**src/hdl/wdx_defines.svh**
```systemverilog
// register map, field positions and reset values of the wakeup / direct-transfer flag block
`ifndef WDX_DEFINES_SVH
`define WDX_DEFINES_SVH

// byte addresses of the register words
`define WDX_ADDR_WAKE_FLAG   8'h00
`define WDX_ADDR_DX_FLAG     8'h04
`define WDX_ADDR_WAKE_SEL    8'h08
`define WDX_ADDR_MODE_CTL    8'h0c
`define WDX_ADDR_IRQ_STAT    8'h10
`define WDX_ADDR_IRQ_MASK    8'h14
`define WDX_ADDR_OP_MODE     8'h18

// field positions of the mode control word
`define WDX_MC_ALLOW         0
`define WDX_MC_STANDBY       1
`define WDX_MC_MEDIUM        2
`define WDX_MC_LOW           3
`define WDX_MC_TIMER_A_MODE_BIT3          4
`define WDX_MC_DX_IE         5
`define WDX_MC_WIDTH         6

// field positions of the sticky status word
`define WDX_ST_DX_EV         8
`define WDX_ST_WIDTH         9

// reset values
`define WDX_RST_WAKE_FLAG    8'h00
`define WDX_RST_WAKE_SEL     8'h00
`define WDX_RST_MODE_CTL     6'h00
`define WDX_RST_IRQ_STAT     9'h000
`define WDX_RST_IRQ_MASK     9'h000
`define WDX_RST_PIN_PREV     1'b1

`endif

```
**src/hdl/wdx_pkg.sv**
```systemverilog
// types shared by the wakeup / direct-transfer flag block
package wdx_pkg;

   // operating mode of the core clocking
   typedef enum logic [1:0] {
      WDX_MODE_HIGH = 2'b00,
      WDX_MODE_MED  = 2'b01,
      WDX_MODE_SUB  = 2'b10
   } wdx_mode_e;

   // mode control bits as software sets them
   typedef struct packed {
      logic dx_irq_en;
      logic timer_a_mode_bit3;
      logic low_speed_select;
      logic medium_speed_select;
      logic standby_select;
      logic direct_xfer_allow;
   } wdx_modectl_s;

   // outcome of a sleep instruction
   typedef struct packed {
      logic      xfer;
      wdx_mode_e target;
   } wdx_xfer_s;

endpackage

```
**src/hdl/wdx_fall_det.sv**
```systemverilog
// falling edge detector for the wakeup pins
`timescale 1ns/1ps
`default_nettype none
`include "wdx_defines.svh"

module wdx_fall_det #(
   parameter int WIDTH = 8
) (
   // clock and reset
   input  wire logic             clk,
   input  wire logic             reset,
   // pins and edge pulses
   input  wire logic [WIDTH-1:0] pin_n,
   output logic      [WIDTH-1:0] fall
);

   logic [WIDTH-1:0] prev_r;

   // idle level of a wakeup pin is high, so reset assumes high
   always_ff @(posedge clk) begin
      if (reset) begin
         prev_r <= {WIDTH{`WDX_RST_PIN_PREV}};
      end else begin
         prev_r <= pin_n;
      end
   end

   genvar g;
   generate
      for (g = 0; g < WIDTH; g++) begin : g_fall
         assign fall[g] = prev_r[g] & ~pin_n[g];
      end
   endgenerate

endmodule
`default_nettype wire

```
**src/hdl/wdx_irq_flags.sv**
```systemverilog
// wakeup and direct-transfer request flags with apb register slave
`timescale 1ns/1ps
`default_nettype none
`include "wdx_defines.svh"

// Function
// - sleep with transfer allowed and a real direct transfer sets direct flag.
// - writing 0 to direct flag while it reads 1 clears it.
// - software writes only clear flags; writing 1 never sets one.
// - eight wake flags; each set by falling edge on interrupt-configured pin.
// - writing 0 to one wake flag reading 1 clears it, others untouched.
// - direct-transfer interrupt enable gates the direct flag's interrupt request.
// - sleep picks medium, high or subactive target from select bits.
module wdx_irq_flags #(
   parameter int NPIN = 8
) (
   // clock and reset
   input  wire logic            clk,
   input  wire logic            reset,
   // apb slave
   input  wire logic            psel,
   input  wire logic            penable,
   input  wire logic            pwrite,
   input  wire logic [7:0]      paddr,
   input  wire logic [31:0]     pwdata,
   output logic      [31:0]     prdata,
   output logic                 pready,
   output logic                 pslverr,
   // wakeup pins and core
   input  wire logic [NPIN-1:0] wake_pin_n,
   input  wire logic            sleep_exec,
   // requests and state
   output logic                 wake_irq_req,
   output logic                 direct_xfer_irq_req,
   output logic      [1:0]      op_mode,
   output logic                 irq
);

   logic [NPIN-1:0]          wake_flag_r;
   logic [NPIN-1:0]          wake_sel_r;
   logic                     dx_flag_r;
   wdx_pkg::wdx_modectl_s    ctl_r;
   wdx_pkg::wdx_mode_e       mode_r;
   logic [`WDX_ST_WIDTH-1:0] stat_r;
   logic [`WDX_ST_WIDTH-1:0] mask_r;
   logic [`WDX_ST_WIDTH-1:0] stat_rd_r;
   logic [31:0]              prdata_r;
   logic [31:0]              rd_nxt;
   logic                     slverr_nxt;
   logic [NPIN-1:0]          pin_fall;
   logic [NPIN-1:0]          wake_set_ev;
   logic                     dx_ev;
   wdx_pkg::wdx_xfer_s       xfer;
   logic                     setup;
   logic                     wr_acc;
   logic                     rd_acc;
   logic                     mapped;
   logic [`WDX_ST_WIDTH-1:0] stat_set;

   // target mode of a sleep instruction, xfer low when no direct transfer
   function automatic wdx_pkg::wdx_xfer_s sleep_target(
      input wdx_pkg::wdx_mode_e    m,
      input wdx_pkg::wdx_modectl_s c
   );
      wdx_pkg::wdx_xfer_s r;
      r.xfer   = 1'b0;
      r.target = m;
      if (c.direct_xfer_allow) begin
         if (c.standby_select && c.timer_a_mode_bit3 && c.low_speed_select
             && m != wdx_pkg::WDX_MODE_SUB) begin
            r.xfer   = 1'b1;
            r.target = wdx_pkg::WDX_MODE_SUB;
         end else if (!c.standby_select && !c.low_speed_select) begin
            if (m == wdx_pkg::WDX_MODE_HIGH && c.medium_speed_select) begin
               r.xfer   = 1'b1;
               r.target = wdx_pkg::WDX_MODE_MED;
            end else if (m == wdx_pkg::WDX_MODE_MED && !c.medium_speed_select) begin
               r.xfer   = 1'b1;
               r.target = wdx_pkg::WDX_MODE_HIGH;
            end
         end
      end
      return r;
   endfunction

   wdx_fall_det #(
      .WIDTH (NPIN)
   ) u_fall (
      .clk   (clk),
      .reset (reset),
      .pin_n (wake_pin_n),
      .fall  (pin_fall)
   );

   assign wake_set_ev = pin_fall & wake_sel_r;
   assign xfer        = sleep_target(mode_r, ctl_r);
   assign dx_ev       = sleep_exec & xfer.xfer;

   // apb decode
   assign setup   = psel & ~penable;
   assign wr_acc  = psel & penable & pwrite;
   assign rd_acc  = psel & penable & ~pwrite;
   assign pready  = 1'b1;
   assign prdata  = prdata_r;
   assign pslverr = psel & penable & ~mapped;

   always_comb begin
      rd_nxt     = 32'h0000_0000;
      slverr_nxt = 1'b0;
      case (paddr)
         `WDX_ADDR_WAKE_FLAG: rd_nxt[NPIN-1:0] = wake_flag_r;
         `WDX_ADDR_DX_FLAG:   rd_nxt[0] = dx_flag_r;
         `WDX_ADDR_WAKE_SEL:  rd_nxt[NPIN-1:0] = wake_sel_r;
         `WDX_ADDR_MODE_CTL:  rd_nxt[`WDX_MC_WIDTH-1:0] = ctl_r;
         `WDX_ADDR_IRQ_STAT:  rd_nxt[`WDX_ST_WIDTH-1:0] = stat_r;
         `WDX_ADDR_IRQ_MASK:  rd_nxt[`WDX_ST_WIDTH-1:0] = mask_r;
         `WDX_ADDR_OP_MODE:   rd_nxt[1:0] = mode_r;
         default:             slverr_nxt = 1'b1;
      endcase
   end

   // mapped is held from setup to access because the master holds paddr
   assign mapped = ~slverr_nxt;

   // read data is captured at the setup edge
   always_ff @(posedge clk) begin
      if (reset) begin
         prdata_r <= 32'h0000_0000;
      end else if (setup && !pwrite) begin
         prdata_r <= rd_nxt;
      end
   end

   // wake request flags: set beats clear
   always_ff @(posedge clk) begin
      if (reset) begin
         wake_flag_r <= `WDX_RST_WAKE_FLAG;
      end else if (wr_acc && paddr == `WDX_ADDR_WAKE_FLAG) begin
         wake_flag_r <= (wake_flag_r & pwdata[NPIN-1:0]) | wake_set_ev;
      end else begin
         wake_flag_r <= wake_flag_r | wake_set_ev;
      end
   end

   // direct transfer request flag: set beats clear
   always_ff @(posedge clk) begin
      if (reset) begin
         dx_flag_r <= 1'b0;
      end else if (wr_acc && paddr == `WDX_ADDR_DX_FLAG) begin
         dx_flag_r <= (dx_flag_r & pwdata[0]) | dx_ev;
      end else begin
         dx_flag_r <= dx_flag_r | dx_ev;
      end
   end

   // configuration registers
   always_ff @(posedge clk) begin
      if (reset) begin
         wake_sel_r <= `WDX_RST_WAKE_SEL;
         ctl_r      <= `WDX_RST_MODE_CTL;
         mask_r     <= `WDX_RST_IRQ_MASK;
      end else if (wr_acc) begin
         if (paddr == `WDX_ADDR_WAKE_SEL) begin
            wake_sel_r <= pwdata[NPIN-1:0];
         end
         if (paddr == `WDX_ADDR_MODE_CTL) begin
            ctl_r <= pwdata[`WDX_MC_WIDTH-1:0];
         end
         if (paddr == `WDX_ADDR_IRQ_MASK) begin
            mask_r <= pwdata[`WDX_ST_WIDTH-1:0];
         end
      end
   end

   // operating mode follows direct transfers
   always_ff @(posedge clk) begin
      if (reset) begin
         mode_r <= wdx_pkg::WDX_MODE_HIGH;
      end else if (dx_ev) begin
         mode_r <= xfer.target;
      end
   end

   // sticky status: a read clears only what that read returned
   assign stat_set = {dx_ev, wake_set_ev};

   always_ff @(posedge clk) begin
      if (reset) begin
         stat_rd_r <= `WDX_RST_IRQ_STAT;
      end else if (setup && !pwrite && paddr == `WDX_ADDR_IRQ_STAT) begin
         stat_rd_r <= stat_r;
      end
   end

   always_ff @(posedge clk) begin
      if (reset) begin
         stat_r <= `WDX_RST_IRQ_STAT;
      end else if (rd_acc && paddr == `WDX_ADDR_IRQ_STAT) begin
         stat_r <= (stat_r & ~stat_rd_r) | stat_set;
      end else begin
         stat_r <= stat_r | stat_set;
      end
   end

   assign irq                 = |(stat_r & mask_r);
   assign wake_irq_req        = |wake_flag_r;
   assign direct_xfer_irq_req = dx_flag_r & ctl_r.dx_irq_en;
   assign op_mode             = mode_r;
endmodule
`default_nettype wire

```
**config.mk**
```make
export PLATFORM = sky130hd
export DESIGN_NAME = wdx_irq_flags
export DESIGN_NICKNAME = d
export VERILOG_FILES = /design/src/hdl/wdx_pkg.sv /design/src/hdl/wdx_fall_det.sv /design/src/hdl/wdx_irq_flags.sv
export VERILOG_INCLUDE_DIRS = /design/src /design/src/hdl
export SDC_FILE = /design/constraint.sdc
export NUM_CORES = 1
export LEC_CHECK = 0
export ABC_AREA = 1
export ABC_CLOCK_PERIOD_IN_PS = 1500
export BUFFER_PORTS_ARGS = -buffer_cell sky130_fd_sc_hd__buf_2
export CORE_ASPECT_RATIO = 1.1
export CORE_MARGIN = 2
export CORE_UTILIZATION = 27
export CTS_CLUSTER_DIAMETER = 120
export CTS_CLUSTER_SIZE = 24
export DETAILED_ROUTE_END_ITERATION = 6
export SYNTH_ARGS = -nofsm -noshare
export SYNTH_HDL_FRONTEND = slang
export SYNTH_SLANG_ARGS = --single-unit
```
**constraint.sdc**
```tcl
create_clock -name clk -period 1.5 [get_ports clk]
set_input_delay 0.15 -clock clk [delete_from_list [all_inputs] [get_ports clk]]
set_output_delay 0.15 -clock clk [all_outputs]
set_load 0.01 [all_outputs]
```
======== Word level (Yosys, flattened, before mapping) ========
Index checks and enable logic that the tools add are counted.
word-level totals
  bits in registers ....................... 69
  latch bits .............................. 0
  RAM bits ................................ 0
  ROM bits ................................ 0
  bits of input ports ..................... 54
  output and inout bits ................... 39
  logic and storage cells ................. 100
  memories kept ........................... 0
operators by class
  add/subtract/negate cells ............... 0
  multiply operators ...................... 0
  divide/modulo/power cells ............... 0
  order comparisons ....................... 0
  equality and inequality tests ........... 8
  shift-type cells ........................ 0
  mux-type cells .......................... 14
  bitwise logic cells ..................... 37
  reductions and logical operators ........ 26
operator list
  kind                  number
  $eq A8 B5 Y1 const B  3
  $pmux W4 S5           1
  $and A9 B9 Y9         2
  $or A9 B9 Y9          2
  $and A1 B1 Y1         16
  $and A8 B8 Y8         2
  $eq A8 B4 Y1 const B  2
  $or A8 B8 Y8          2
  $mux W3               5
  $logic_and A1 B1 Y1   11
  $not A1 Y1            10
  $mux W9               1
  $not A9 Y9            1
  $reduce_or A9 Y1      1
  $eq A8 B3 Y1 const B  1
  $logic_not A8 Y1      1
  $mux W8               1
  $pmux W2 S4           1
  $reduce_or A8 Y1      1
  $pmux W1 S7           1
  $reduce_or A7 Y1      1
  $pmux W1 S6           1
  $reduce_and A2 Y1     3
  $logic_not A1 Y1      4
  9 further kinds       11

======== Depth between registers and ports, before layout ========
  depth in word-level cells ............... 10
  depth in mapped cells ................... 9
  gate-level depth less buffers ........... 9

======== Hierarchy ========
Synthesis repeated with hierarchy kept, for this count alone.
second synthesis, totals
  cell total of the unflattened synthesis .. 450
  area, all modules ....................... 3,326.9 um2
modules (own cells, without submodules)
  module         times used  cells each  area an instance (um2)  sequential area each (um2)
  wdx_irq_flags  1           409         3,042.9                 1,221.2
  wdx_fall_det   1           41          284.0                   160.2

======== Worst setup path before layout ========
OpenSTA, ideal clock, no wires.
  path kind ............................... input port to flip-flop
  start ................................... input paddr[5]
  end ..................................... register stat_rd_r[7]
  setup time .............................. 0.115 ns
  data arrival time ....................... 0.959 ns
  required time ........................... 1.385 ns
  slack ................................... 0.426 ns
  cell stages on the path ................. 9
  buffers on the path ..................... 1
  cells stage by stage .................... inv_1 -> nand2_2 -> nor2_8 -> nand2_2 -> nor2_4 -> inv_2 -> buf_6 -> o21ai_2 -> a21oi_2
on the way
  cells in the longest elaborated chain, start to end .. 2
ends and longest elaborated chain
  what                           RTL line              source
  from (decl)                    wdx_irq_flags.sv:24   input wire logic [7:0] paddr,
  $eq A8 B5 Y1                   n/a
  $logic_and A1 B1 Y1 (no line)  n/a
  to (signal assigned)           wdx_irq_flags.sv:189  stat_rd_r <= `WDX_RST_IRQ_STAT;
  to (signal assigned)           wdx_irq_flags.sv:191  stat_rd_r <= stat_r;
  to (decl)                      wdx_irq_flags.sv:46   logic [`WDX_ST_WIDTH-1:0] stat_rd_r;
No other way between the ends.
A chain may end at the register's enable or synchronous reset.

======== Worst setup path after layout ========
  start ................................... register stat_r[0]
  end ..................................... output irq
on the way
  cells in the longest elaborated chain, start to end .. 2
ends and longest elaborated chain
  what                    RTL line              source
  from (decl)             wdx_irq_flags.sv:44   logic [`WDX_ST_WIDTH-1:0] stat_r;
  from (signal assigned)  wdx_irq_flags.sv:197  stat_r <= `WDX_RST_IRQ_STAT;
  from (signal assigned)  wdx_irq_flags.sv:199  stat_r <= (stat_r & ~stat_rd_r) | stat_set;
  from (signal assigned)  wdx_irq_flags.sv:201  stat_r <= stat_r | stat_set;
  $and A9 B9 Y9           wdx_irq_flags.sv:205  assign irq = |(stat_r & mask_r);
  $reduce_or A9 Y1        wdx_irq_flags.sv:205
  to (decl)               wdx_irq_flags.sv:36   output logic irq
No other way between the ends.

==> metrics.txt <==
status=completed; Hold Fails Final Rpt=0; worst path cell trace=inv_2 -> o22ai_1 -> a21oi_2 -> o2111ai_2 -> buf_2; Inserted Diodes=0; CP peak stage delay=0.33 ns; CP delay by family, top=compound AO/OA/AOI/OAI gates; Pwr Density=1030 mW/mm2; Antenna Nets Post-Route=0; number of global-route vias before repair=2668; Sum Neg Setup Slack=0 ns; clock sinks=69; clk root buf=clkbuf_16; pre-CTS WS=0.0849 ns; hold_buf cts=0; hold slack=0.0105 ns; num rows=41; crit path max-delay cell type=dfxtp_1; Critical Path End Type=primary output; first-pass GRT wire length=13.7 mm; CP max FO=3; Yosys Warn Count=0; largest net degree at the start of global routing=44; crit share post-route=97.4%; total chip power=3.98 mW; H-Tree Depth=3; flops & latches, synth=69; sequential cell area fraction in the yosys report=42.6%; die height=119 um; ys async rst share=0%; number of enable flip-flop cells after synthesis=0; Slew Limit Fails=0; Hold WC Path Type=input port to flop; core area=0.0116 mm2; latest clock arrival within the worst-skew pair=0.33 ns; drt first-iter violations=152; RSZ-0062 raised after global routing=false; grt ovf=0; Post-Synthesis Cell Area=0.00324 mm2; Crit path arrival time=1.31 ns; Initial Util=28.0%; CTS clock-pin slew for the worst setup and hold paths=0.05 ns; buffer count from post-CTS setup fixing=0; die area=0.0129 mm2; clock buffer depth=2; syn_area_per_cell=7.48 um2; half-perimeter wire length after placement=6.38 mm; Leak=1.66 nW; # IOs=93; Distinct cells, synth=32; Syn Inst Count=433; global placement routability congestion=0.867; share of cells above drive strength 1=21.8%; max-cap violation count=0; GRT Total Usage=13.7%; Port Buffers=45; final wirelength=8.51 mm; CTS buffer count=9; initial antenna violation count=0; peak supply drop=0.543 mV; DR pass1 iterations=5; f_max=685 MHz; most frequent cells in the layout=dfxtp_1 (67), o21ai_0 (60), nand2_1 (55); Crit Path Class=flop to primary output; WL/cell=13.4 um; DR vias/cell=4.65; Die X=108 um; Worst setup SP type=flop; drc violations=0; top_reg_cell synth=dfxtp_1; WP data required=1.35 ns; clk_skew=0.00604 ns; post-layout min period=1.46 ns; fillers=1259; Synth-to-Final Area Change=18.7%; Final setup viols=0; Final WS setup=0.0397 ns; Final nets=536; Bufs and invs on worst path=2; via count=2958; most common cell after layout, fill and taps aside=dfxtp_1; CTS tree=done
-- registers in the layout (all words and copies together) (netlist names) --
name           flops
wake_flag_r        8
prdata             9
stat_rd_r          9
ctl_r              6
op_mode            2
mask_r             9
dx_flag_r          1
u_fall.prev_r      8
stat_r             9
wake_sel_r         8
-- through the flow --
| step | utilization, % | cells | cell area (um2) |
|---|---|---|---|
| after floorplan | - | 455 | 3320 |
| after global placement | 30.6 | 621 | 3550 |
| after detailed placement | 30.6 | 621 | 3550 |
| after CTS | 33.0 | 636 | 3830 |
| after global routing | 33.2 | 636 | 3850 |
| final | 33.2 | 636 | 3850 |
-- final timing paths --
check	start	endpoint	slack, ns	cells past startpoint
setup / recovery	stat_r[0]	irq	0.04	5
hold / removal	wake_pin_n[3]	u_fall.prev_r[3]	0.01	3
setup reg to reg	op_mode[0]	op_mode[0]	0.24	8
hold reg to reg	stat_rd_r[4]	stat_rd_r[4]	0.45	2
-- Yosys cell counts (2+ instances only) --
| master | n | area [um2] |
|---|---|---|
| dfxtp_1 | 69 | 1380 |
| o21ai_0 | 60 | 300 |
| nand2_1 | 56 | 210 |
| a21oi_1 | 51 | 255 |
| inv_1 | 45 | 169 |
| nor2_1 | 38 | 143 |
| nand3_1 | 28 | 140 |
| buf_4 | 24 | 180 |
| clkbuf_1 | 7 | 26.3 |
| nand2_2 | 7 | 43.8 |
| nand2_4 | 5 | 56.3 |
| nor2_4 | 5 | 56.3 |
| inv_2 | 4 | 15.0 |
| nand4_1 | 4 | 25.0 |
| nor2_2 | 4 | 25.0 |
| buf_6 | 3 | 33.8 |
| o21ai_1 | 3 | 15.0 |
| a21oi_2 | 2 | 17.5 |
| conb_1 | 2 | 7.51 |
| nor2_8 | 2 | 40.0 |
| nor4_1 | 2 | 12.5 |
| o21ai_2 | 2 | 17.5 |
-- logic make-up (layout without fill, tap and decap cells) --
group | count (synthesis) | count (layout) | share of synthesized area, %
buffers and inverters | 86 | 117 | 13.7
flip-flops | 69 | 69 | 42.6
AO/OA/AOI/OAI | 123 | 123 | 19.8
AND/OR/NAND/NOR | 153 | 153 | 23.6
other | 2 | 24 | 0.232
-- area by class of cell --
cell class | count | area, um2 | area share, %
timing repair buffer | 50 | 275 | 7.15
tap | 150 | 188 | 4.88
sequential | 69 | 1380 | 36.0
multi-input combinational | 300 | 1540 | 39.9
inverter | 52 | 204 | 5.30
clock buffer | 13 | 250 | 6.50
clock inverter | 2 | 10.0 | 0.260
-- where the power goes --
part	internal, mW	leakage (nW)	switching [mW]
combinational	0.0769	0.968	0.171
clock	1.15	0.129	0.723
sequential	1.85	0.560	0.00771
-- routing by layer --
layer  share of wire (%)  wire length, um  GRT usage [%]  vias up
li1                    -                -              -     1474
met1                  48             4060           19.9     1332
met2                  43             3640           19.2      132
met4                 2.7              229           6.89        0
met5                   0                0              0        -
met3                 6.7              569           2.52       20
-- worst register-to-register path: stages, from the launching register on --
cell	delay, ns
dfxtp_1	0.40
inv_1	0.10
nand2_1	0.07
nand4_1	0.10
nand3_1	0.12
nand3_1	0.18
nand2_1	0.11
nand2_1	0.05
nor2_1	0.07
-- timing repair --
item	in CTS	in global routing
pin swaps	1	1
endpoints found under the setup margin	2	3
resized for setup	6	5
No activity file was read; power rests on OpenSTA's default activity.
